==> src/common/sndmix_consts.svh <==
// Register offsets, field positions and divider figures for the noise/mixer/envelope block
`ifndef SNDMIX_CONSTS_SVH
`define SNDMIX_CONSTS_SVH
// Register indices; the status index is our own read-only addition
`define IDX_NOISE_PERIOD 10'h006
`define IDX_MIXER_ENABLE 10'h007
`define IDX_AMPLITUDE_A 10'h008
`define IDX_AMPLITUDE_B 10'h009
`define IDX_AMPLITUDE_C 10'h00a
`define IDX_ENV_PERIOD_LOW 10'h00b
`define IDX_ENV_PERIOD_HIGH 10'h00c
`define IDX_ENV_SHAPE 10'h00d
`define IDX_ENV_STATUS 10'h00e
// Byte address is four times the index, one aligned word per register
`define OFF_NOISE_PERIOD {`IDX_NOISE_PERIOD, 2'b00}
`define OFF_MIXER_ENABLE {`IDX_MIXER_ENABLE, 2'b00}
`define OFF_AMPLITUDE_A {`IDX_AMPLITUDE_A, 2'b00}
`define OFF_AMPLITUDE_B {`IDX_AMPLITUDE_B, 2'b00}
`define OFF_AMPLITUDE_C {`IDX_AMPLITUDE_C, 2'b00}
`define OFF_ENV_PERIOD_LOW {`IDX_ENV_PERIOD_LOW, 2'b00}
`define OFF_ENV_PERIOD_HIGH {`IDX_ENV_PERIOD_HIGH, 2'b00}
`define OFF_ENV_SHAPE {`IDX_ENV_SHAPE, 2'b00}
`define OFF_ENV_STATUS {`IDX_ENV_STATUS, 2'b00}
`define NOISE_PRESCALE 16
`define ENV_PRESCALE 256
`define ENV_STEPS 16
`define NP_MSB 4
`define AMP_MODE_BIT 4
`define SHAPE_CONTINUE 3
`define SHAPE_ATTACK 2
`define SHAPE_ALTERNATE 1
`define SHAPE_HOLD 0
`define REG_RESET 8'h00
`define MIXER_RESET 8'hff
`endif

==> src/common/sndmix_pkg.sv <==
// Types shared by the noise/mixer/envelope block
package sndmix_pkg;
	typedef struct packed {
		logic [3:0] level_c;
		logic [3:0] level_b;
		logic [3:0] level_a;
	} levels_s;
	typedef struct packed {
		logic out_c;
		logic out_b;
		logic out_a;
	} mix_s;
	typedef enum logic [1:0] {
		ENV_RUN,
		ENV_HOLD_LOW,
		ENV_HOLD_LAST
	} env_state_e;
endpackage

==> src/rtl/sound_noise_mix_envelope.sv <==
// Noise divider, tone/noise mixer, amplitude select and envelope generator with APB registers
//
// Operation
// - Noise rate is the clock divided by sixteen and then by the noise period value.
// - The noise period value is bits four to zero of its register; upper bits are ignored.
// - Each mixer enable bit is active low: zero enables, one disables.
// - Mixer register bits five to three enable noise C,B,A and bits two to zero tone C,B,A.
// - Each channel mixes neither, either or both of its tone and the shared noise.
// - Each amplitude register uses bit four as mode and bits three to zero as fixed level.
// - The mode picks the fixed level or the envelope step value.
// - Each channel level is four bits wide, sixteen steps.
// - Envelope rate is the clock divided by 256 and then by the envelope period value.
// - The envelope period value is the high register over the low register.
// - The envelope steps a four-bit counter through sixteen states per cycle.
// - The shape selects count direction and single or repeated cycles.
// - Shape register bits: continue three, attack two, alternate one, hold zero.
//
// Implementation choice: the APB register port.
`timescale 1ns/1ps
`include "sndmix_consts.svh"

module sound_noise_mix_envelope #(
	parameter int LEVEL_W = 4,
	parameter int LFSR_W = 17
) (
	input wire logic MCLK,
	input wire logic NRST,
	input wire logic PSEL,
	input wire logic PENABLE,
	input wire logic PWRITE,
	input wire logic [11:0] PADDR,
	input wire logic [31:0] PWDATA,
	output logic [31:0] PRDATA,
	output logic PREADY,
	output logic PSLVERR,
	input wire logic [2:0] TONE_IN,
	output logic [2:0] MIX_OUT,
	output logic [11:0] LEVEL_OUT,
	output logic NOISE_OUT
);
	logic [2:0] tone_s1_q;
	logic [2:0] tone_s2_q;
	logic [7:0] noise_period_q;
	logic [7:0] mixer_enable_q;
	logic [7:0] amp_q [3];
	logic [7:0] env_low_q;
	logic [7:0] env_high_q;
	logic [7:0] env_shape_q;
	logic shape_wr_q;
	logic [3:0] npre_q;
	logic [4:0] ncnt_q;
	logic [LFSR_W-1:0] lfsr_q;
	logic [7:0] epre_q;
	logic [15:0] ecnt_q;
	logic [3:0] estep_q;
	logic up_q;
	sndmix_pkg::env_state_e est_q;
	logic wr_en;
	logic rd_en;
	logic noise_tick;
	logic env_tick;
	logic [15:0] env_period;
	logic [4:0] noise_period_value;
	logic [3:0] envelope_step_value;
	wire sndmix_pkg::levels_s lv;
	wire sndmix_pkg::mix_s mx;

	// Converters take four-bit levels and the taps need at least five stages
	if (LEVEL_W != 4) begin : g_bad_level
		$error("LEVEL_W must be 4");
	end
	if (LFSR_W < 5) begin : g_bad_lfsr
		$error("LFSR_W too small");
	end

	// Address decode shared by read and write paths
	function automatic logic mapped(input logic [11:0] a);
		mapped = (a >= `OFF_NOISE_PERIOD) && (a <= `OFF_ENV_STATUS) && (a[1:0] == 2'b00);
	endfunction

	// Zero-wait APB slave; unmapped addresses answer with an error
	assign wr_en = PSEL && PENABLE && PWRITE;
	assign rd_en = PSEL && !PENABLE && !PWRITE;

	// Tone inputs come from another clock source, so synchronise
	always_ff @(posedge MCLK) begin
		tone_s1_q <= TONE_IN;
		tone_s2_q <= tone_s1_q;
	end

	// Register writes; shape write restarts the envelope
	always_ff @(posedge MCLK) begin
		if (!NRST) begin
			noise_period_q <= `REG_RESET;
			mixer_enable_q <= `MIXER_RESET;
			amp_q[0] <= `REG_RESET;
			amp_q[1] <= `REG_RESET;
			amp_q[2] <= `REG_RESET;
			env_low_q <= `REG_RESET;
			env_high_q <= `REG_RESET;
			env_shape_q <= `REG_RESET;
			shape_wr_q <= 1'b0;
		end else begin
			shape_wr_q <= 1'b0;
			if (wr_en) begin
				if (PADDR == `OFF_NOISE_PERIOD) begin
					noise_period_q <= PWDATA[7:0];
				end else if (PADDR == `OFF_MIXER_ENABLE) begin
					mixer_enable_q <= PWDATA[7:0];
				end else if (PADDR == `OFF_AMPLITUDE_A) begin
					amp_q[0] <= PWDATA[7:0];
				end else if (PADDR == `OFF_AMPLITUDE_B) begin
					amp_q[1] <= PWDATA[7:0];
				end else if (PADDR == `OFF_AMPLITUDE_C) begin
					amp_q[2] <= PWDATA[7:0];
				end else if (PADDR == `OFF_ENV_PERIOD_LOW) begin
					env_low_q <= PWDATA[7:0];
				end else if (PADDR == `OFF_ENV_PERIOD_HIGH) begin
					env_high_q <= PWDATA[7:0];
				end else if (PADDR == `OFF_ENV_SHAPE) begin
					env_shape_q <= PWDATA[7:0];
					shape_wr_q <= 1'b1;
				end
			end
		end
	end

	// Read data registered in the setup cycle so it is ready at the access edge
	always_ff @(posedge MCLK) begin
		if (!NRST) begin
			PRDATA <= 32'h0;
			PSLVERR <= 1'b0;
			PREADY <= 1'b0;
		end else begin
			PREADY <= PSEL && !PENABLE;
			PSLVERR <= PSEL && !PENABLE && !mapped(PADDR);
			if (rd_en) begin
				PRDATA <= 32'h0;
				if (PADDR == `OFF_NOISE_PERIOD) begin
					PRDATA[7:0] <= noise_period_q;
				end else if (PADDR == `OFF_MIXER_ENABLE) begin
					PRDATA[7:0] <= mixer_enable_q;
				end else if (PADDR == `OFF_AMPLITUDE_A) begin
					PRDATA[7:0] <= amp_q[0];
				end else if (PADDR == `OFF_AMPLITUDE_B) begin
					PRDATA[7:0] <= amp_q[1];
				end else if (PADDR == `OFF_AMPLITUDE_C) begin
					PRDATA[7:0] <= amp_q[2];
				end else if (PADDR == `OFF_ENV_PERIOD_LOW) begin
					PRDATA[7:0] <= env_low_q;
				end else if (PADDR == `OFF_ENV_PERIOD_HIGH) begin
					PRDATA[7:0] <= env_high_q;
				end else if (PADDR == `OFF_ENV_SHAPE) begin
					PRDATA[7:0] <= env_shape_q;
				end else if (PADDR == `OFF_ENV_STATUS) begin
					// Status is read only; writes to it are accepted and dropped
					PRDATA[7:0] <= {3'h0, up_q, estep_q};
				end
			end
		end
	end

	assign noise_period_value = noise_period_q[`NP_MSB:0];

	// Noise prescale by sixteen then period; zero period treated as one
	always_ff @(posedge MCLK) begin
		if (!NRST) begin
			npre_q <= 4'h0;
			ncnt_q <= 5'h0;
		end else begin
			npre_q <= npre_q + 4'h1;
			if (npre_q == 4'(`NOISE_PRESCALE - 1)) begin
				if (ncnt_q + 5'h1 >= noise_period_value)
					ncnt_q <= 5'h0;
				else
					ncnt_q <= ncnt_q + 5'h1;
			end
		end
	end
	assign noise_tick = (npre_q == 4'(`NOISE_PRESCALE - 1)) && (ncnt_q + 5'h1 >= noise_period_value);

	// Assertion helper: cycles since the last noise tick, and whether the period held meanwhile
	logic [9:0] nspan_q;
	logic nsteady_q;
	logic [9:0] nspan_exp;
	always_ff @(posedge MCLK) begin
		if (!NRST) begin
			nspan_q <= 10'h0;
			nsteady_q <= 1'b0;
		end else if (noise_tick) begin
			nspan_q <= 10'h0;
			nsteady_q <= 1'b1;
		end else begin
			nspan_q <= nspan_q + 10'h1;
			if (wr_en && PADDR == `OFF_NOISE_PERIOD)
				nsteady_q <= 1'b0;
		end
	end
	// Sixteen times the period, less one; period zero counts as one
	assign nspan_exp = {1'b0, (noise_period_value == 5'h0) ? 5'h0 : noise_period_value - 5'h1, 4'hf};

	// Pseudo-random noise shift register; taps chosen for a long sequence
	// Reset seeds a one and the XOR feedback never reaches all zeros from a nonzero state
	always_ff @(posedge MCLK) begin
		if (!NRST)
			lfsr_q <= {{(LFSR_W-1){1'b0}}, 1'b1};
		else if (noise_tick)
			lfsr_q <= {lfsr_q[0] ^ lfsr_q[3], lfsr_q[LFSR_W-1:1]};
	end

	// Period high byte over low byte
	assign env_period = {env_high_q, env_low_q};

	// Envelope prescale by 256 then period
	always_ff @(posedge MCLK) begin
		if (!NRST || shape_wr_q) begin
			epre_q <= 8'h0;
			ecnt_q <= 16'h0;
		end else begin
			epre_q <= epre_q + 8'h1;
			if (epre_q == 8'(`ENV_PRESCALE - 1)) begin
				if (ecnt_q + 16'h1 >= env_period)
					ecnt_q <= 16'h0;
				else
					ecnt_q <= ecnt_q + 16'h1;
			end
		end
	end
	assign env_tick = (epre_q == 8'(`ENV_PRESCALE - 1)) && (ecnt_q + 16'h1 >= env_period);

	always_ff @(posedge MCLK) begin
		if (!NRST) begin
			estep_q <= 4'h0;
			up_q <= 1'b0;
			est_q <= sndmix_pkg::ENV_HOLD_LOW;
		end else if (shape_wr_q) begin
			up_q <= env_shape_q[`SHAPE_ATTACK];
			estep_q <= env_shape_q[`SHAPE_ATTACK] ? 4'h0 : 4'hf;
			est_q <= sndmix_pkg::ENV_RUN;
		end else if (env_tick) begin
			case (est_q)
				sndmix_pkg::ENV_RUN: begin
					if (estep_q != (up_q ? 4'hf : 4'h0)) begin
						estep_q <= up_q ? estep_q + 4'h1 : estep_q - 4'h1;
					end else if (!env_shape_q[`SHAPE_CONTINUE]) begin
						estep_q <= 4'h0;
						est_q <= sndmix_pkg::ENV_HOLD_LOW;
					end else if (env_shape_q[`SHAPE_HOLD]) begin
						// Hold with alternate keeps the opposite end
						if (env_shape_q[`SHAPE_ALTERNATE])
							estep_q <= ~estep_q;
						est_q <= sndmix_pkg::ENV_HOLD_LAST;
					end else if (env_shape_q[`SHAPE_ALTERNATE]) begin
						up_q <= !up_q;
					end else begin
						estep_q <= up_q ? 4'h0 : 4'hf;
					end
				end
				// Holding states ignore ticks until the next shape write
				default: begin
					estep_q <= estep_q;
				end
			endcase
		end
	end
	assign envelope_step_value = estep_q;

	// Active-low enables, disabled path passes high
	generate
		for (genvar i = 0; i < 3; i++) begin : g_ch
			logic tone_pass;
			logic noise_pass;
			assign tone_pass = tone_s2_q[i] | mixer_enable_q[i];
			assign noise_pass = lfsr_q[0] | mixer_enable_q[i+3];
			assign mx[i] = tone_pass & noise_pass;
		end
	endgenerate

	// Mode bit picks envelope or fixed level
	assign lv.level_a = amp_q[0][`AMP_MODE_BIT] ? envelope_step_value : amp_q[0][3:0];
	assign lv.level_b = amp_q[1][`AMP_MODE_BIT] ? envelope_step_value : amp_q[1][3:0];
	assign lv.level_c = amp_q[2][`AMP_MODE_BIT] ? envelope_step_value : amp_q[2][3:0];

	// Outputs registered so converters see clean levels
	always_ff @(posedge MCLK) begin
		if (!NRST) begin
			MIX_OUT <= 3'h0;
			LEVEL_OUT <= 12'h0;
			NOISE_OUT <= 1'b0;
		end else begin
			MIX_OUT <= mx;
			LEVEL_OUT <= lv;
			NOISE_OUT <= lfsr_q[0];
		end
	end

	// Assertions
	fixed_level_a: assert property (@(posedge MCLK) disable iff (!NRST)
		!amp_q[0][4] |=> LEVEL_OUT[3:0] == $past(amp_q[0][3:0]))
		else $error("fixed level A wrong");
	env_level_a: assert property (@(posedge MCLK) disable iff (!NRST)
		amp_q[0][4] |=> LEVEL_OUT[3:0] == $past(estep_q))
		else $error("envelope level A wrong");
	mix_disable_a: assert property (@(posedge MCLK) disable iff (!NRST)
		&mixer_enable_q[5:0] |=> MIX_OUT == 3'h7)
		else $error("disabled mixer not high");
	tone_only_a: assert property (@(posedge MCLK) disable iff (!NRST)
		(mixer_enable_q[5:0] == 6'h38) |=> MIX_OUT == $past(tone_s2_q))
		else $error("tone path wrong");
	noise_span_a: assert property (@(posedge MCLK) disable iff (!NRST)
		noise_tick && nsteady_q |-> nspan_q == nspan_exp)
		else $error("noise tick spacing wrong");
	env_pre_a: assert property (@(posedge MCLK) disable iff (!NRST)
		epre_q != 8'hff |=> $stable(estep_q) || $past(shape_wr_q))
		else $error("envelope stepped off the prescale");
	fixed_level_c_a: assert property (@(posedge MCLK) disable iff (!NRST)
		!amp_q[2][4] |=> LEVEL_OUT[11:8] == $past(amp_q[2][3:0]))
		else $error("fixed level C wrong");
	env_hold_a: assert property (@(posedge MCLK) disable iff (!NRST)
		est_q == sndmix_pkg::ENV_HOLD_LAST && !shape_wr_q |=> $stable(estep_q))
		else $error("held envelope moved");
	apb_error_a: assert property (@(posedge MCLK) disable iff (!NRST)
		PSEL && !PENABLE && PADDR[1:0] != 2'b00 |=> PSLVERR && PREADY)
		else $error("misaligned access not refused");
	env_step_a: assert property (@(posedge MCLK) disable iff (!NRST)
		env_tick && !shape_wr_q && est_q == sndmix_pkg::ENV_RUN && up_q && estep_q != 4'hf
		|=> estep_q == $past(estep_q) + 4'h1)
		else $error("envelope step wrong");
	env_start_a: assert property (@(posedge MCLK) disable iff (!NRST)
		shape_wr_q |=> estep_q == ($past(env_shape_q[2]) ? 4'h0 : 4'hf))
		else $error("envelope start wrong");
	apb_ready_a: assert property (@(posedge MCLK) disable iff (!NRST)
		PSEL && !PENABLE |=> PREADY)
		else $error("no ready");

	// Covers for the main scenarios
	cover_hold: cover property (@(posedge MCLK) est_q == sndmix_pkg::ENV_HOLD_LAST);
	cover_triangle: cover property (@(posedge MCLK) env_tick && est_q == sndmix_pkg::ENV_RUN
		&& env_shape_q[`SHAPE_ALTERNATE] && !env_shape_q[`SHAPE_HOLD] && estep_q == 4'h0);
	cover_wrap: cover property (@(posedge MCLK) env_tick && estep_q == 4'hf);
	cover_noise: cover property (@(posedge MCLK) noise_tick);
endmodule

==> config.mk <==
export PLATFORM = sky130hd
export DESIGN_NAME = sound_noise_mix_envelope
export DESIGN_NICKNAME = d
export VERILOG_FILES = /design/src/common/sndmix_pkg.sv /design/src/rtl/sound_noise_mix_envelope.sv
export VERILOG_INCLUDE_DIRS = /design/src /design/src/common
export SDC_FILE = /design/constraint.sdc
export NUM_CORES = 1
export LEC_CHECK = 0
export BUFFER_PORTS_ARGS = -buffer_cell sky130_fd_sc_hd__clkbuf_2
export CAP_MARGIN = 20
export CORE_MARGIN = 2
export CORE_UTILIZATION = 35
export DETAILED_ROUTE_END_ITERATION = 8
export PLACE_DENSITY = 0.65
export SETUP_SLACK_MARGIN = 0.1
export SLEW_MARGIN = 15
export SYNTH_ARGS = -nofsm -noshare
export SYNTH_HDL_FRONTEND = slang
export SYNTH_SLANG_ARGS = --single-unit
==> constraint.sdc <==
create_clock -name MCLK -period 4.3 [get_ports MCLK]
set_input_delay 1.075 -clock MCLK [delete_from_list [all_inputs] [get_ports MCLK]]
set_output_delay 1.075 -clock MCLK [all_outputs]
set_load 0.01 [all_outputs]
# After elaboration in Yosys (flattened, before gate mapping)
# Memory sizes are Yosys's and may differ from the RTL's.
# Index checks and enable logic that the tools add are counted.
classes:
  reduce_logical: 32
  muxes: 65
  add_sub_neg: 6
  magnitude_cmp: 4
  eq_ne: 18
  n_bitwise: 24
ops:
  columns: ["op", "n"]
  rows:
  - ["$mux W8", 11]
  - ["$eq A12 B6 Y1 const B", 7]
  - ["$mux W4", 15]
  - ["$mux W1", 34]
  - ["$eq A12 B5 Y1 const B", 2]
  - ["$add A16 B1 Y16 const B", 1]
  - ["$ge A16 B16 Y1", 1]
  - ["$mux W16", 1]
  - ["$ge A12 B5 Y1 const B", 1]
  - ["$le A12 B6 Y1 const B", 1]
  - ["$reduce_and A4 Y1", 3]
  - ["$mux W5", 2]
  - ["$ne A5 B3 Y1 const B", 2]
  - ["$not A1 Y1", 10]
  - ["$logic_and A1 B1 Y1", 9]
  - ["$or A1 B1 Y1", 9]
  - ["$reduce_and A9 Y1", 1]
  - ["$reduce_or A9 Y1", 1]
  - ["$add A4 B1 Y4 const B", 2]
  - ["$add A8 B1 Y8 const B", 1]
  - ["$eq A8 B8 Y1 const B", 1]
  - ["$reduce_and A8 Y1", 1]
  - ["$reduce_bool A2 Y1", 4]
  - ["$reduce_and A7 Y1", 1]
  - ["other kinds (19)", 28]
word_totals:
  memories: 1
  elab_cells: 173
  inputBits: 52
  out_inout_bits: 50
  ramBits: 24
  regBits: 130
memory_table:
  columns: ["name", "depth", "width", "read_ports", "rd_clocked_by_memory_dff", "write_ports", "line", "source"]
  rows:
  - ["amp_q", 3, 8, 3, 0, 3, "sound_noise_mix_envelope.sv:45", "logic [7:0] amp_q [3];"]

# Logic depth before layout (Yosys ltp)
logic_depth:
  ltp_word: 10
  depth_mapped: 16
  ltp_nobuf: 15

# Worst setup path before layout
# OpenSTA, ideal clock, no wires.
synth_path:
  kind: "reg-to-reg"
  from: "register ecnt_q[2]"
  to: "register estep_q[2], in the netlist envelope_step_value[2]"
  path_stages_with_launch: 14
  arrival_ns: 3.091
  required_ns: 4.165
  setup_time_ns: 0.135
  synth_period_minus_slack_ns: 3.227
  setup_slack_ns: 1.073
  path_buffers: 0
  cell_sequence: "dfxtp_1 > and3_1 > and3_1 > nand3_1 > nor2_1 > nand3_1 > xnor2_1 > ha_1 > o2111ai_1 > a2111o_1 > a41oi_1 > nand2_2 > a2111oi_0 > a311oi_1"
synth_between:
  elab_chain_cells: 5
synth_rtl:
  columns: ["element", "line", "source"]
  rows:
  - ["from (decl)", "sound_noise_mix_envelope.sv:54", "logic [15:0] ecnt_q;"]
  - ["from (signal assigned)", "sound_noise_mix_envelope.sv:225", "ecnt_q <= ecnt_q + 16'h1;"]
  - ["$add A16 B1 Y16", "sound_noise_mix_envelope.sv:229", "assign env_tick = (epre_q == 8'(`ENV_PRESCALE - 1)) && (ecnt_q + 16'h1 >= env_period);"]
  - ["$ge A16 B16 Y1", "sound_noise_mix_envelope.sv:229", null]
  - ["$logic_and A1 B1 Y1", "sound_noise_mix_envelope.sv:229", null]
  - ["$reduce_bool A2 Y1 (no source line)", null, null]
  - ["$reduce_and A4 Y1 (no source line)", null, null]
  - ["to (signal assigned)", "sound_noise_mix_envelope.sv:238", "estep_q <= env_shape_q[`SHAPE_ATTACK] ? 4'h0 : 4'hf;"]
  - ["to (signal assigned)", "sound_noise_mix_envelope.sv:244", "estep_q <= up_q ? estep_q + 4'h1 : estep_q - 4'h1;"]
  - ["to (signal assigned)", "sound_noise_mix_envelope.sv:251", "estep_q <= ~estep_q;"]
  - ["to (decl)", "sound_noise_mix_envelope.sv:55", "logic [3:0] estep_q;"]
# Every way passes these cells.
# A chain may end at the register's enable or synchronous reset.

# Final worst setup path
# Ends and elaborated chain as after synthesis.

==> flow_summary.toml <==
[grt]
grt.busiest_layer = "met2"
overflow = 0
grt_max_degree = 31
grt_pass1_wl_um = 27360
antenna_found_initial = 0
grtUsageMet2 = 0.2537
first_global_vias = 5207
use_met3 = 0.03425
grtUsageMet1 = 0.2134
grtUsageTotal = 0.1600

[pwr]
p_seq_frac = 0.483
switching_share = 0.2370
intPower_mw = 2.373
pwr-share-comb = 0.047
powerDensity_nw_per_um2 = 367.1
p_leak_nw = 3.244
ir_worst_vdd_mv = 0.2854
p_clk_frac = 0.470
p_switching_mw = 0.7369

[synth]
async_flop_share = 0
syn_area_um2 = 7383
synth.distinct_cells = 69
synthFlopType = "dfxtp_1"
ys_seq_area_frac = 0.4501
post-synth-top-count-cell = "dfxtp_1"
ys_warn_count = 0
synth_edf_count = 24
avgSynthCellArea_um2 = 9.490
yosys.area.top_type_share = 0.3525
ys_ff_latch = 154
synth.area.top_cells = "dfxtp_1 35%, mux2i_1 10%, edfxtp_1 9.8%, nor2_1 5.9%, ha_1 4.6%"
syn-instance-count = 778
yosys.area.top_type = "dfxtp_1"
yosys-top-cells-count = "130 x dfxtp_1, 116 x nor2_1, 75 x mux2i_1"

[cells_and_area]
drive_gt1_frac = 0.1390
num_antenna_cells = 0
finalNetCount = 910
layout.cells.non_filler = 1117
synthToLayoutAreaGrowth_pct = 14.73

[die]
fp.dieH_um = 149.2
io_pins = 102
die_w_um = 149.2
num_rows = 53
die_area_um2 = 22270
start_util = 0.3535
core_um2 = 20890

[clocking]
ctsLongestPathBuffers = 2
cts_resized = 0
cts_setup_buffers = 0
path_clk_slew_ns = 0.07
cts_max_level = 4
cts_tree = "built"
cts.sink_count = 154
worstSkewPairLatency_ns = 0.43
cts_buffers = 17
clockRootBuffer = "clkbuf_16"
cts_hold_buf = 0

[sta]
post-route-period-util = 0.8807
maxSlewViolCount = 0
tns_ns = 0
finClkSkew_ns = 0.01148
rsz0062_at_grt = "no"
worst_slew_margin_rel = 0.4873
max_freq_mhz = 264.1
hold_viol_final = 0
worst_pin_slew_ns = 0.7610
fin_crit_ns = 3.787
finalSetupViolations = 0

[drt]
drc = 0
drt_iter0_markers = 394
post_drt_wl_per_cell_um = 15.25
drtAntennaViolNets = 0
wl_um = 17030
first_pass_iters = 5
vias = 5672
vias_per_cell = 5.078

[critical_path]
cp.arrival_ns = 4.08
required_ns = 4.60
worst_setup_path_end_kind = "flip-flop"
path_class = "flip-flop to flip-flop"
critPathLaunchType = "flip-flop"
critPathMaxFanout = 7

[worst_hold_path]
hold_path.class = "flip-flop to flip-flop"

[placed_design]
hpwl_um = 12210
io_buffers = 53
gp_congestion = 0.8520
dp_cells = 1085

[flow_run]
drv_cap = 0

[run_status]
status = "finished clean"
## cell usage in the layout (no fill, tap or decap), types with 14 or more instances in the layout
cell       count
nand2_1       48
mux2i_1       75
dfxtp_1      130
conb_1        24
o22ai_1       15
inv_1         32
ha_1          27
nor2_1       116
clkbuf_2      53
a21oi_1       37
edfxtp_1      24
buf_4         14
nand3_1       18
o21ai_0       23
xnor2_1       18
nand4_1       14
clkbuf_16     19
## critical path: stages (launching register included)
cell       delay, ns
dfxtp_1         0.41
and3_1          0.24
and3_1          0.23
nand3_1         0.13
nor2_1          0.39
nand3_1         0.22
xnor2_1         0.17
ha_1            0.31
o2111ai_1       0.19
a2111o_1        0.51
a41oi_1         0.22
nand2_2         0.14
a2111oi_0       0.41
a311oi_1        0.10
## sequential cells by signal, summed over array words and instances (netlist names), 12 cells and up
signal,cells
LEVEL_OUT,12
lfsr_q,17
ecnt_q,16
amp_q,24
## final timing paths
path | to | startpoint | cells past startpoint | slack [ns]
min reg2reg | tone_s2_q[2] | tone_s1_q[2] | 0 | 0.33
min | tone_s2_q[2] | tone_s1_q[2] | 0 | 0.33
max | envelope_step_value[2] | ecnt_q[2] | 13 | 0.51
max reg2reg | envelope_step_value[2] | ecnt_q[2] | 13 | 0.51
## kinds of logic (layout without fill, tap and decap cells)
kind of cell,Yosys count,in the layout,share of synthesized area
AO/OA/AOI/OAI,135,135,0.1263
XOR/XNOR,29,29,0.03440
adder cells (fa/ha/maj),28,28,0.04847
buffers and inverters,91,132,0.06067
flip-flops,154,154,0.4501
multiplexers,77,77,0.1063
other,1,24,0.0005079
AND/OR/NAND/NOR,263,263,0.1734
## power by group through the flow
| stage | combinational, mW | sequential (mW) | clock, mW |
|---|---|---|---|
| 3_5_place_dp | 0.146 | 1.53 | 0 |
| 3_3_place_gp | 0.147 | 1.53 | 0 |
| 4_1_cts | 0.147 | 1.50 | 1.49 |
| 2_1_floorplan | 0.104 | 1.53 | 0 |
| 6_report | 0.147 | 1.50 | 1.46 |
| 5_1_grt | 0.163 | 1.50 | 1.56 |
## metrics by stage
stage | cell area (µm²) | power (mW) | worst slack (ns) | utilization | hold WS, ns
after global routing | 8471 | 3.228 | 0.2600 | 0.4055 | 0.3350
after detailed placement | 7873 | 1.680 | 0.6203 | 0.3769 | 0.3146
after CTS | 8459 | 3.142 | 0.5554 | 0.4050 | 0.3310
after floorplan | 7470 | 1.636 | 1.073 | - | 0.3096
after global placement | 7873 | 1.680 | 0.6523 | 0.3769 | 0.3106
final | 8471 | 3.110 | 0.5132 | 0.4055 | 0.3280
## final cells by class
type | instances | area, µm²
tap | 275 | 344.1
multi-input combinational | 556 | 3711
sequential | 154 | 3323
clock buffer | 20 | 489.2
clock inverter | 11 | 97.59
fill | 2052 | 12420
timing repair buffer | 68 | 381.6
inverter | 33 | 123.9
## metal layers
layer	vias to the layer above	share of wire	wire [µm]
li1	2819	-	-
met1	2683	0.46	7897
met2	152	0.46	7806
met3	18	0.063	1068
met4	0	0.015	257
met5	-	0	0
No activity file was read; power rests on OpenSTA's default activity.
